## src/ctc_params.svh

```systemverilog
`ifndef CTC_PARAMS_SVH
`define CTC_PARAMS_SVH

// 32-bit major opcodes of the control transfers
`define CTC_OP_JAL 7'h6f
`define CTC_OP_JALR 7'h67
`define CTC_OP_BRANCH 7'h63
// jalr only exists with this funct3
`define CTC_F3_JALR 3'h0
// branch funct3 codes that are not defined
`define CTC_F3_BR_BAD0 3'h2
`define CTC_F3_BR_BAD1 3'h3
// quadrant field of 32-bit and compressed forms
`define CTC_Q_WIDE 2'h3
`define CTC_Q_ONE 2'h1
`define CTC_Q_TWO 2'h2
// compressed funct3 for the two offset jumps
`define CTC_CF3_CJ 3'h5
`define CTC_CF3_CJAL 3'h1
// compressed top nibble for register jumps
`define CTC_CF4_CJR 4'h8
`define CTC_CF4_CJALR 4'h9
// register numbers
`define CTC_REG_ZERO 5'h00
`define CTC_REG_RA 5'h01
`define CTC_REG_ALT 5'h05
// link offsets: wide and compressed instruction sizes
`define CTC_STEP_WIDE 4
`define CTC_STEP_SHORT 2
// reset value of the classification
`define CTC_KIND_RST 3'h0

`endif

```

## src/ctc_pkg.sv

```systemverilog
`default_nettype none

package ctc_pkg;
  // classification of one instruction; none is the idle code
  typedef enum logic [2:0] {
    CTC_NONE = 3'h0,
    CTC_DJUMP = 3'h1,
    CTC_DCALL = 3'h3,
    CTC_ICALL = 3'h2,
    CTC_RET = 3'h6,
    CTC_IJUMP = 3'h7
  } ctc_kind_t;
endpackage : ctc_pkg

`default_nettype wire

```

## src/ctc_classifier.sv

```systemverilog
// Functional notes
// - conditional branches are direct, never checked
// - jal reaches plus/minus one mebibyte, direct
// - jalr target is rs1 plus simm12
// - jal/jalr with rd not x0 is call
// - jal/c.jal direct call; jalr/c.jalr indirect
// - jalr rd x0, rs1 x1/x5 is return
// - jalr rd x0, other rs1 is jump
// - c.jalr links pc+2 into x1, call
// - c.jr returns via x1/x5, else jumps
// - c.j and c.jal direct, no check
// - c.jr and c.jalr go to rs1
// - call/return hints feed return prediction only
`timescale 1ns/1ns
`default_nettype none
`include "ctc_params.svh"

module ctc_classifier #(
  parameter int XLEN = 32,
  parameter bit HAS_CJAL = 1'b1
) (
  input wire logic clock,
  input wire logic nrst,
  input wire logic clk_en,
  input wire logic in_valid,
  input wire logic [31:0] in_instr,
  input wire logic [XLEN-1:0] in_pc,
  input wire logic [XLEN-1:0] in_rs1_val,
  output logic out_valid,
  output ctc_pkg::ctc_kind_t out_kind,
  output logic out_direct_jump,
  output logic out_direct_call,
  output logic out_indirect_call,
  output logic out_return,
  output logic out_indirect_jump,
  output logic out_cond_branch,
  output logic out_check_req,
  output logic out_ras_push,
  output logic out_ras_pop,
  output logic [XLEN-1:0] out_target,
  output logic [XLEN-1:0] out_link,
  output logic [4:0] out_link_rd,
  output logic out_link_we
);

  // 32-bit instruction fields
  logic [6:0] op;
  logic [4:0] rd;
  logic [2:0] f3;
  logic [4:0] rs1;
  logic wide;
  // compressed fields
  logic [4:0] c_rs1;
  logic [4:0] c_rs2;
  logic [2:0] c_f3;
  logic [3:0] c_f4;
  // decoded forms, at most one true at a time
  logic dec_jal;
  logic dec_jalr;
  logic dec_br;
  logic dec_cj;
  logic dec_cjal;
  logic dec_cjr;
  logic dec_cjalr;
  // sign-extended offsets
  logic [XLEN-1:0] jal_ext;
  logic [XLEN-1:0] jalr_ext;
  logic [XLEN-1:0] br_ext;
  logic [XLEN-1:0] cj_ext;
  logic [20:0] jal_imm;
  logic [12:0] br_imm;
  logic [11:0] cj_imm;

  // registered outputs and their next values
  logic valid_reg;
  logic valid_next;
  ctc_pkg::ctc_kind_t kind_reg;
  ctc_pkg::ctc_kind_t kind_next;
  logic br_reg;
  logic br_next;
  logic [XLEN-1:0] target_reg;
  logic [XLEN-1:0] target_next;
  logic [XLEN-1:0] link_reg;
  logic [XLEN-1:0] link_next;
  logic [4:0] rd_reg;
  logic [4:0] rd_next;
  logic we_reg;
  logic we_next;

  // true for the two conventional link registers
  function automatic logic is_link(input logic [4:0] r);
    is_link = (r == `CTC_REG_RA) || (r == `CTC_REG_ALT);
  endfunction : is_link

  // field extraction
  assign op = in_instr[6:0];
  assign rd = in_instr[11:7];
  assign f3 = in_instr[14:12];
  assign rs1 = in_instr[19:15];
  assign wide = (in_instr[1:0] == `CTC_Q_WIDE);
  assign c_rs1 = in_instr[11:7];
  assign c_rs2 = in_instr[6:2];
  assign c_f3 = in_instr[15:13];
  assign c_f4 = in_instr[15:12];

  // form decode; compressed forms only look at the low half
  assign dec_jal = wide && (op == `CTC_OP_JAL);
  assign dec_jalr = wide && (op == `CTC_OP_JALR) && (f3 == `CTC_F3_JALR);
  assign dec_br = wide && (op == `CTC_OP_BRANCH)
    && (f3 != `CTC_F3_BR_BAD0) && (f3 != `CTC_F3_BR_BAD1);
  assign dec_cj = (in_instr[1:0] == `CTC_Q_ONE) && (c_f3 == `CTC_CF3_CJ);
  // the linking offset jump only where HAS_CJAL says the core has it
  assign dec_cjal = HAS_CJAL && (in_instr[1:0] == `CTC_Q_ONE)
    && (c_f3 == `CTC_CF3_CJAL);
  // rs1 of x0 is reserved (or a breakpoint), so it is no transfer
  assign dec_cjr = (in_instr[1:0] == `CTC_Q_TWO) && (c_f4 == `CTC_CF4_CJR)
    && (c_rs2 == `CTC_REG_ZERO) && (c_rs1 != `CTC_REG_ZERO);
  assign dec_cjalr = (in_instr[1:0] == `CTC_Q_TWO) && (c_f4 == `CTC_CF4_CJALR)
    && (c_rs2 == `CTC_REG_ZERO) && (c_rs1 != `CTC_REG_ZERO);

  assign jal_imm = {in_instr[31], in_instr[19:12], in_instr[20], in_instr[30:21], 1'b0};
  assign jal_ext = {{(XLEN-21){jal_imm[20]}}, jal_imm};
  assign jalr_ext = {{(XLEN-12){in_instr[31]}}, in_instr[31:20]};
  assign br_imm = {in_instr[31], in_instr[7], in_instr[30:25], in_instr[11:8], 1'b0};
  assign br_ext = {{(XLEN-13){br_imm[12]}}, br_imm};
  assign cj_imm = {in_instr[12], in_instr[8], in_instr[10:9], in_instr[6], in_instr[7],
    in_instr[2], in_instr[11], in_instr[5:3], 1'b0};
  assign cj_ext = {{(XLEN-12){cj_imm[11]}}, cj_imm};

  // next classification, target and link for one instruction
  always_comb begin
    valid_next = in_valid;
    kind_next = ctc_pkg::CTC_NONE;
    br_next = 1'b0;
    target_next = '0;
    link_next = '0;
    rd_next = `CTC_REG_ZERO;
    we_next = 1'b0;
    if (in_valid) begin
      if (dec_jal) begin
        target_next = in_pc + jal_ext;
        link_next = in_pc + XLEN'(`CTC_STEP_WIDE);
        rd_next = rd;
        we_next = (rd != `CTC_REG_ZERO);
        kind_next = (rd != `CTC_REG_ZERO) ? ctc_pkg::CTC_DCALL : ctc_pkg::CTC_DJUMP;
      end else if (dec_jalr) begin
        target_next = in_rs1_val + jalr_ext;
        link_next = in_pc + XLEN'(`CTC_STEP_WIDE);
        rd_next = rd;
        we_next = (rd != `CTC_REG_ZERO);
        if (rd != `CTC_REG_ZERO) begin
          kind_next = ctc_pkg::CTC_ICALL;
        end else if (is_link(rs1)) begin
          kind_next = ctc_pkg::CTC_RET;
        end else begin
          kind_next = ctc_pkg::CTC_IJUMP;
        end
      end else if (dec_br) begin
        br_next = 1'b1;
        target_next = in_pc + br_ext;
      end else if (dec_cj || dec_cjal) begin
        target_next = in_pc + cj_ext;
        link_next = in_pc + XLEN'(`CTC_STEP_SHORT);
        rd_next = dec_cjal ? `CTC_REG_RA : `CTC_REG_ZERO;
        we_next = dec_cjal;
        kind_next = dec_cjal ? ctc_pkg::CTC_DCALL : ctc_pkg::CTC_DJUMP;
      end else if (dec_cjalr) begin
        target_next = in_rs1_val;
        link_next = in_pc + XLEN'(`CTC_STEP_SHORT);
        rd_next = `CTC_REG_RA;
        we_next = 1'b1;
        kind_next = ctc_pkg::CTC_ICALL;
      end else if (dec_cjr) begin
        target_next = in_rs1_val;
        kind_next = is_link(c_rs1) ? ctc_pkg::CTC_RET : ctc_pkg::CTC_IJUMP;
      end
    end
  end

  // register stage; low enable holds everything
  always_ff @(posedge clock or negedge nrst) begin
    if (!nrst) begin
      valid_reg <= 1'b0;
      kind_reg <= ctc_pkg::ctc_kind_t'(`CTC_KIND_RST);
      br_reg <= 1'b0;
      target_reg <= '0;
      link_reg <= '0;
      rd_reg <= `CTC_REG_ZERO;
      we_reg <= 1'b0;
    end else if (clk_en) begin
      valid_reg <= valid_next;
      kind_reg <= kind_next;
      br_reg <= br_next;
      target_reg <= target_next;
      link_reg <= link_next;
      rd_reg <= rd_next;
      we_reg <= we_next;
    end
  end

  // outputs; class flags are a pure decode of kind_reg and the branch flag is br_reg, so at most one is set
  assign out_valid = valid_reg;
  assign out_kind = kind_reg;
  assign out_direct_jump = (kind_reg == ctc_pkg::CTC_DJUMP);
  assign out_direct_call = (kind_reg == ctc_pkg::CTC_DCALL);
  assign out_indirect_call = (kind_reg == ctc_pkg::CTC_ICALL);
  assign out_return = (kind_reg == ctc_pkg::CTC_RET);
  assign out_indirect_jump = (kind_reg == ctc_pkg::CTC_IJUMP);
  assign out_cond_branch = br_reg;
  // only register-sourced targets go to the integrity checker
  assign out_check_req = out_indirect_call || out_indirect_jump;
  assign out_ras_push = out_direct_call || out_indirect_call;
  assign out_ras_pop = out_return;
  assign out_target = target_reg;
  assign out_link = link_reg;
  assign out_link_rd = rd_reg;
  assign out_link_we = we_reg;
endmodule : ctc_classifier

`default_nettype wire

```

## config.mk

```make
export PLATFORM = sky130hd
export DESIGN_NAME = ctc_classifier
export DESIGN_NICKNAME = d
export VERILOG_FILES = /design/src/ctc_pkg.sv /design/src/ctc_classifier.sv
export VERILOG_INCLUDE_DIRS = /design/src
export SDC_FILE = /design/constraint.sdc
export NUM_CORES = 1
export LEC_CHECK = 0
export BUFFER_PORTS_ARGS = -buffer_cell sky130_fd_sc_hd__clkbuf_2
export CAP_MARGIN = 30
export CORE_MARGIN = 2
export CORE_UTILIZATION = 36
export DETAILED_ROUTE_END_ITERATION = 10
export HOLD_SLACK_MARGIN = 0.03
export PLACE_DENSITY = 0.53
export RECOVER_POWER = 100
export SLEW_MARGIN = 30
export SYNTH_ARGS = -nofsm -noshare
export SYNTH_HDL_FRONTEND = slang
export SYNTH_SLANG_ARGS = --single-unit
```

## constraint.sdc

```tcl
create_clock -name clock -period 1.3 [get_ports clock]
set_input_delay 0.065 -clock clock [delete_from_list [all_inputs] [get_ports clock]]
set_output_delay 0.065 -clock clock [all_outputs]
set_load 0.005 [all_outputs]
```

# ---- Word-level counts from Yosys, hierarchy flattened
# Cells that the tools add are included.
dict set report op_classes {
  eq_ne 21
  add_sub_neg 6
  reduce_logical 22
  n_mux 42
}
# operator count
set op_table {}
lappend op_table {{$mux W32} 13}
lappend op_table {{$add A32 B32 Y32} 4}
lappend op_table {{$add A32 B2 Y32 const B} 1}
lappend op_table {{$add A32 B3 Y32 const B} 1}
lappend op_table {{$mux W3} 8}
lappend op_table {{$eq A7 B7 Y1 const B} 3}
lappend op_table {{$mux W1} 16}
lappend op_table {{$mux W5} 3}
lappend op_table {{$logic_and A1 B1 Y1} 14}
lappend op_table {{$eq A5 B1 Y1 const B} 2}
lappend op_table {{$eq A5 B3 Y1 const B} 2}
lappend op_table {{$eq A3 B3 Y1 const B} 3}
lappend op_table {{$eq A4 B4 Y1 const B} 2}
lappend op_table {{$eq A3 B1 Y1 const B} 2}
lappend op_table {{$eq A3 B2 Y1 const B} 2}
lappend op_table {{$ne A3 B2 Y1 const B} 2}
lappend op_table {{$logic_not A5 Y1} 1}
lappend op_table {{$logic_or A1 B1 Y1} 5}
lappend op_table {{$reduce_bool A5 Y1} 1}
lappend op_table {{$eq A2 B2 Y1 const B} 2}
lappend op_table {{$mux W2} 2}
lappend op_table {{$logic_not A3 Y1} 1}
lappend op_table {{$eq A2 B1 Y1 const B} 1}
dict set report totals {
  register_bits 75
}

# ---- Depth between registers and ports, before layout
# Gate-level depths: netlist of the first run.
dict set report logic_depth {
  word_depth 11
  depth_mapped 12
  depth_no_buf 12
}

# ---- Worst setup path after synthesis of the first run
# No wires, ideal clock.
dict set report synth_path {
  kind {in2reg}
  startpoint {in in_instr[21]}
  endpoint {reg target_reg[29], in the netlist out_target[29]}
  cell_stages 11
  slack_ns -1.411
  t_arrival_ns 2.588
  t_required_ns 1.176
  cell_sequence {ha_1 > fa_1 > a211oi_1 > o21ai_1 > a2111oi_2 > o21ai_2 > a31o_1 > a31oi_2 > xnor2_1 > a22o_1 > a211o_1}
}
dict set report synth_via {
  elab_chain_cells 4
  word_cells_on_any_way 5
  classes_between {add/sub: 2; mux: 3}
}
# element line_no
set synth_lines {}
lappend synth_lines {{start: declaration} ctc_classifier.sv:26} ;# input wire logic [31:0] in_instr,
lappend synth_lines {{$add A32 B32 Y32} ctc_classifier.sv:147} ;# target_next = in_rs1_val + jalr_ext;
lappend synth_lines {{$mux W32} ctc_classifier.sv:146} ;# end else if (dec_jalr) begin
lappend synth_lines {{$mux W32 (*)} ctc_classifier.sv:140} ;# if (dec_jal) begin
lappend synth_lines {{$mux W32 (*)} ctc_classifier.sv:139} ;# if (in_valid) begin
lappend synth_lines {{end signal: assignment} ctc_classifier.sv:194} ;# target_reg <= target_next;
lappend synth_lines {{end: declaration} ctc_classifier.sv:81} ;# logic [XLEN-1:0] target_reg;
# Mark *: on every way between the ends. The rest lies on a longest branch, timed or not.
# A chain may end at the register's enable or synchronous reset.

# ---- Final worst setup path of the first run
dict set report layout_path {
  startpoint {in in_instr[31]}
  endpoint {reg target_reg[26], in the netlist out_target[26]}
}
dict set report layout_via {
  elab_chain_cells 5
  word_cells_on_any_way 7
  classes_between {add/sub: 3; mux: 4}
}
# element line_no
set layout_lines {}
lappend layout_lines {{$add A32 B32 Y32} ctc_classifier.sv:160} ;# target_next = in_pc + br_ext;
lappend layout_lines {{$mux W32} ctc_classifier.sv:158} ;# end else if (dec_br) begin
lappend layout_lines {{$mux W32} ctc_classifier.sv:146}
lappend layout_lines {{$mux W32 (*)} ctc_classifier.sv:140}
lappend layout_lines {{$mux W32 (*)} ctc_classifier.sv:139}
# Marked as above.

==> reports/results.txt, run 1 <==
DRC: 0
final hold vios: 0
relative slew slack: 49.04%
Final period util: 192.3%
Syn Inst Count: 1,314
share of layout cells above drive strength 1: 52.29%
CTS root buf: clkbuf_16
first-pass GRT wire length: 75,880 um
syn avg cell area: 7.807 um2
dpl hpwl: 38,920 um
most frequent cells in the layout: buf_4 (514), clkbuf_2 (119), nand2_1 (98), a21oi_1 (97), dfrtp_1 (75)
multi-input logic area: 10,050 um2
cell family with most CP delay: buffers and inverters
Area Growth Syn to Fin: 84.08%
required time of the critical path: 1540 ps
Die W: 172.8 um
worst min-delay path category: in2reg
Hold WS: 20.24 ps
RR Startpoint: out_target[28]
Worst path max stage delay: 320 ps
vias: 13,810
nets: 2,251
Post-Syn Area: 10,260 um2
clock latency on the worst-skew pair: 350 ps
WL/cell: 20.97 um
placed insts: 2,351
R2R Setup Slk: 100 ps
Final Max Tran Viols: 0
core area: 27,930 um2
flops & latches, synth: 75
Worst setup SP type: input port
clk sinks: 75
boundary pin count: 183
PortBufs: 182
Inserted Clock Buffers: 9
most frequent cell on the critical path: buf_12
Slew @ Worst Pin: 764.4 ps
antenna diode count: 0
DP Area: 16,130 um2
initial antenna violation count: 0
grt total ovfl: 0
worst-path fanout max: 8
final setup violation count: 78
minimum clock period: 2500 ps
initial DRC count: 1,033
Pwr Total: 12.11 mW
Post-Layout Cell Count: 2,426
Buf/Inv on CP: 6
final-layout fill cell count: 2,359
Tot GR Track Use: 32.36%
vias in the first global route: 13,660
crit-path cells: buf_12 -> buf_12 -> buf_12 -> ha_4 -> and4_4 -> nand2_4 -> buf_6 -> nor4_4 -> buf_4 -> o211ai_1 -> buf_4 -> a21oi_2 -> nand2b_4 -> xnor2_2 -> o211ai_1 -> a221o_1
hold_sp: in_instr[11]
Hold Path End: out_link_rd[4]
highest clock rate: 400.0 MHz
Post-synth EDFFs: 0
Die Y: 172.8 um
most common cell after layout, fill and taps aside: buf_4
DRT Pass-1 Iters: 5
Leak: 8.564 nW
hold path depth: 3
gpl congestion: 0.9556
Clock Skew: 0 ps
pin count of the biggest net entering global routing: 76
total power divided by cell area: 641.3 nW/um2
syn_nets: 1,522
TritonCTS clock tree: yes
Max VDD drop: 0.5202 mV
DIE AREA: 29,860 um2
sequential share of the synthesized area: 18.29%
H-tree depth: 3
Clk pin slew, worst setup/hold paths: 80 ps
Cell variety after synth: 79
Setup crit end kind: register
Worst path slowest cell: a221o_1
Register Area: 1877 um2
Bufs on Longest Clock Path: 2
Worst EP arrival: 2740 ps
starting density of the core: 36.72%
final wirelength: 50,880 um
r2r worst-path depth: 4
outcome: finished, violations left
Final ANT Viol Nets: 0
num rows: 61
design area: 18,880 um2
setup ws final: -1200 ps
FF-to-FF End: out_target[28]
asr flop ratio synth: 100.0%
Synth Warn #: 0
unrepaired setup endpoints after global routing: true
top_reg_cell synth: dfrtp_1
WS Path Type: in2reg
max cap viols: 0
vias per cell: 5.692
failing checks: negative setup slack
## kinds of logic after synthesis
family,synth area share [%]
flip-flops,18.29
XOR/XNOR,8.964
AND/OR/NAND/NOR,18.00
buffers and inverters,4.513
multiplexers,0.5976
AO/OA/AOI/OAI,36.16
adder cells (fa/ha/maj),13.47
## state kept, by name (all words and copies together) (netlist names)
register / flops
out_kind: 3
out_link_we: 1
out_link: 32
out_link_rd: 5
out_cond_branch: 1
out_valid: 1
out_target: 32
## final cells by class
cell class / count / area share, %
inverters: 33 / 0.6559
repair buffers: 776 / 32.17
flip-flops and latches: 75 / 9.938
clock buffers: 9 / 1.193
well taps: 378 / 2.504
clock inverters: 7 / 0.3379
multi-input cells: 1148 / 53.20
## how the worst max path moves through the flow
| stage | startpoint | to | slack (ps) | depth (start not counted) |
|---|---|---|---|---|
| 6_report | in_instr[31] | out_target[26] | -1200 | 16 |
| 5_1_grt | in_instr[31] | out_target[31] | -1270 | 16 |
| 4_1_cts | in_rs1_val[8] | out_target[31] | -1180 | 15 |
| 3_5_place_dp | in_pc[1] | out_target[31] | -1700 | 14 |
| 3_3_place_gp | in_pc[1] | out_target[19] | -1670 | 13 |
| 2_1_floorplan | in_instr[20] | out_target[24] | -1260 | 12 |
## metrics by stage
stage	utilization (%)	TNS, ps	setup slack, ps
after floorplan	-	-43180	-1256
after global placement	57.74	-82800	-1668
after detailed placement	57.74	-83450	-1695
after CTS	64.27	-45490	-1178
after global routing	67.60	-53400	-1274
final	67.60	-48380	-1200
## layer usage
metal,wire length (um),vias up,GRT usage [%]
li1,-,6528,-
met1,22910,6664,44.79
met2,23530,531,52.22
met3,3077,86,3.936
met4,1357,0,10.70
met5,0,-,0
## synthesized netlist by cell type, types with 11 or more instances
master / count / share of area, %
or3_1: 13 / 0.79
inv_1: 33 / 1.2
nand2_1: 110 / 4.0
ha_1: 104 / 13
nand2b_1: 14 / 0.85
a21o_1: 34 / 2.5
nor4_1: 11 / 0.67
a22oi_1: 22 / 1.6
nor2_1: 82 / 3.0
xnor2_1: 61 / 5.2
dfrtp_1: 75 / 18
and3_1: 11 / 0.67
o31ai_1: 11 / 0.80
a22o_1: 14 / 1.2
nand3_1: 32 / 1.6
a31oi_1: 18 / 1.1
xor2_1: 44 / 3.8
a21oi_1: 139 / 6.8
nand4_1: 28 / 1.7
nor2b_1: 14 / 0.85
o21a_1: 18 / 1.3
o22ai_1: 14 / 0.85
o21bai_1: 15 / 1.1
o211ai_1: 13 / 0.95
a211oi_1: 20 / 1.5
a221oi_1: 17 / 1.5
nor3_1: 27 / 1.3
o21ai_1: 41 / 2.0
o2bb2ai_1: 27 / 2.3
clkbuf_1: 39 / 1.4
o21ai_0: 75 / 3.7
## worst min-delay path: cells and delay by family
kind	cells	cell delay [ps]
buffers and inverters	2	170
AO/OA/AOI/OAI	1	110
## where the power goes
| part | switching [mW] | leakage, nW | internal (mW) | total, mW |
|---|---|---|---|---|
| sequential | 0.0459 | 1.03 | 2.39 | 2.44 |
| combinational | 3.48 | 7.39 | 3.44 | 6.93 |
| clock | 1.39 | 0.137 | 1.35 | 2.74 |
## what timing repair did
item	in CTS	in global routing
buffers inserted	40	26
gates cloned	5	1
endpoints found under the setup margin	75	81
endpoints found under the hold margin	76	0
pin swaps	114	110
hold buffers	2	0
gates resized for setup	203	187
Note: power is estimated with default switching activity, not from simulation.
==> run 2: changes to the inputs <==
--- a/config.mk
+++ b/config.mk
@@ -14,6 +14,7 @@
 export HOLD_SLACK_MARGIN = 0.03
 export PLACE_DENSITY = 0.53
 export RECOVER_POWER = 100
+export SKIP_CTS_REPAIR_TIMING = 1
 export SLEW_MARGIN = 30
 export SYNTH_ARGS = -nofsm -noshare
 export SYNTH_HDL_FRONTEND = slang
==> reports/results.txt, run 2 (synthesis gave the netlist of run 1 again) <==
Tot GR Track Use: 30.82%
most common cell after layout, fill and taps aside: buf_4
vias: 13,700
worst min-delay path category: in2reg
Die W: 172.8 um
WS Path Type: in2reg
Worst setup SP type: input port
R2R Setup Slk: 140 ps
num rows: 61
Leak: 8.361 nW
worst-path fanout max: 3
sequential share of power: 20.4%
initial antenna violation count: 1
crit-path cells: buf_8 -> buf_6 -> ha_4 -> fa_2 -> a211oi_4 -> o21ai_2 -> a2111oi_4 -> o21ai_2 -> a31o_4 -> buf_6 -> a21oi_4 -> xnor2_2 -> a221o_1
internal power: 7.083 mW
clock latency on the worst-skew pair: 350 ps
Max VDD drop: 0.5308 mV
TritonCTS clock tree: yes
Area Growth Syn to Fin: 79.68%
Register Area: 1877 um2
share of layout cells above drive strength 1: 50.88%
Final Max Tran Viols: 0
first-pass GRT wire length: 72,320 um
Hold WS: 27.68 ps
final setup violation count: 79
failing checks: negative setup slack
vias per cell: 5.665
gpl congestion: 0.9556
DP Area: 16,130 um2
Clk pwr share: 23.0%
Die Y: 172.8 um
Slew @ Worst Pin: 746.1 ps
WL/cell: 20.60 um
grt total ovfl: 0
initial DRC count: 1,081
final-layout fill cell count: 2,424
Worst path max stage delay: 430 ps
Setup crit end kind: register
Worst path slowest cell: a2111oi_4
DIE AREA: 29,860 um2
post-layout util: 65.99%
final hold vios: 0
boundary pin count: 183
CTS root buf: clkbuf_16
max cap viols: 0
core area: 27,930 um2
Post-Place Worst Slack: -1695 ps
nets: 2,243
setup ws final: -1245 ps
antenna diode count: 0
Clock Skew: 0 ps
Inserted Clock Buffers: 9
relative slew slack: 50.26%
most frequent cells in the layout: buf_4 (514), clkbuf_2 (118), nand2_1 (101), a21oi_1 (95), dfrtp_1 (75)
sw frac: 40.59%
H-tree depth: 3
clk sinks: 75
Final period util: 195.8%
sw power: 4.839 mW
DRT Pass-1 Iters: 5
highest clock rate: 393.0 MHz
Clk pin slew, worst setup/hold paths: 80 ps
Final ANT Viol Nets: 0
starting density of the core: 36.72%
multi-input logic area: 9823 um2
unrepaired setup endpoints after global routing: true
pin count of the biggest net entering global routing: 76
dpl hpwl: 38,920 um
Worst EP arrival: 2780 ps
outcome: finished, violations left
Logic pwr share: 56.5%
Bufs on Longest Clock Path: 2
final wirelength: 49,810 um
Final TNS setup: -48,730 ps
total power divided by cell area: 646.8 nW/um2
required time of the critical path: 1540 ps
minimum clock period: 2545 ps
design area: 18,430 um2
DRC: 0
PortBufs: 182
vias in the first global route: 12,960
==> run 2: worst paths after layout <==
kind	end	depth (start not counted)	from
setup reg to reg	out_target[28]	4	out_target[28]
hold reg to reg	out_valid	1	out_valid
hold / removal	out_link_rd[4]	3	in_instr[11]
setup / recovery	out_target[21]	13	in_instr[21]
min in group asynchronous	out_target[29]	3	nrst
max in group asynchronous	out_target[1]	3	nrst
==> run 2: power groups by stage <==
| stage | registers [mW] | logic, mW | clock network (mW) |
|---|---|---|---|
| after floorplan | 2.48 | 2.90 | 0 |
| after global placement | 2.48 | 5.76 | 0 |
| after detailed placement | 2.48 | 5.81 | 0 |
| after CTS | 2.44 | 5.85 | 2.79 |
| after global routing | 2.45 | 7.25 | 2.86 |
| final | 2.44 | 6.74 | 2.74 |
==> run 2: area by class of cell <==
cell class              count  area share [%]
repair buffers            768           31.72
flip-flops and latches     75           10.18
well taps                 378           2.566
inverters                  33          0.6720
clock inverters             7          0.3462
clock buffers               9           1.222
multi-input cells        1148           53.29
==> run 2: through the flow <==
step / power, mW / std cells
6_report: 11.92 / 2418
5_1_grt: 12.55 / 2418
4_1_cts: 11.07 / 2367
3_5_place_dp: 8.288 / 2351
3_3_place_gp: 8.244 / 2351
2_1_floorplan: 5.382 / 1314
==> run 2: routing by layer <==
layer  share of wire [%]  routed length (um)  global-route usage [%]
met5               0.024                  12                       0
met1                  45               22420                   44.05
met3                 6.9                3452                   3.188
met2                  45               22600                   49.20
met4                 2.7                1320                   8.616
==> run 2: worst max-delay path, delay by kind of cell <==
family | cells | cell delay, ps
buffers and inverters | 3 | 330
XOR/XNOR | 1 | 70
AO/OA/AOI/OAI | 7 | 1730
adder cells (fa/ha/maj) | 2 | 580
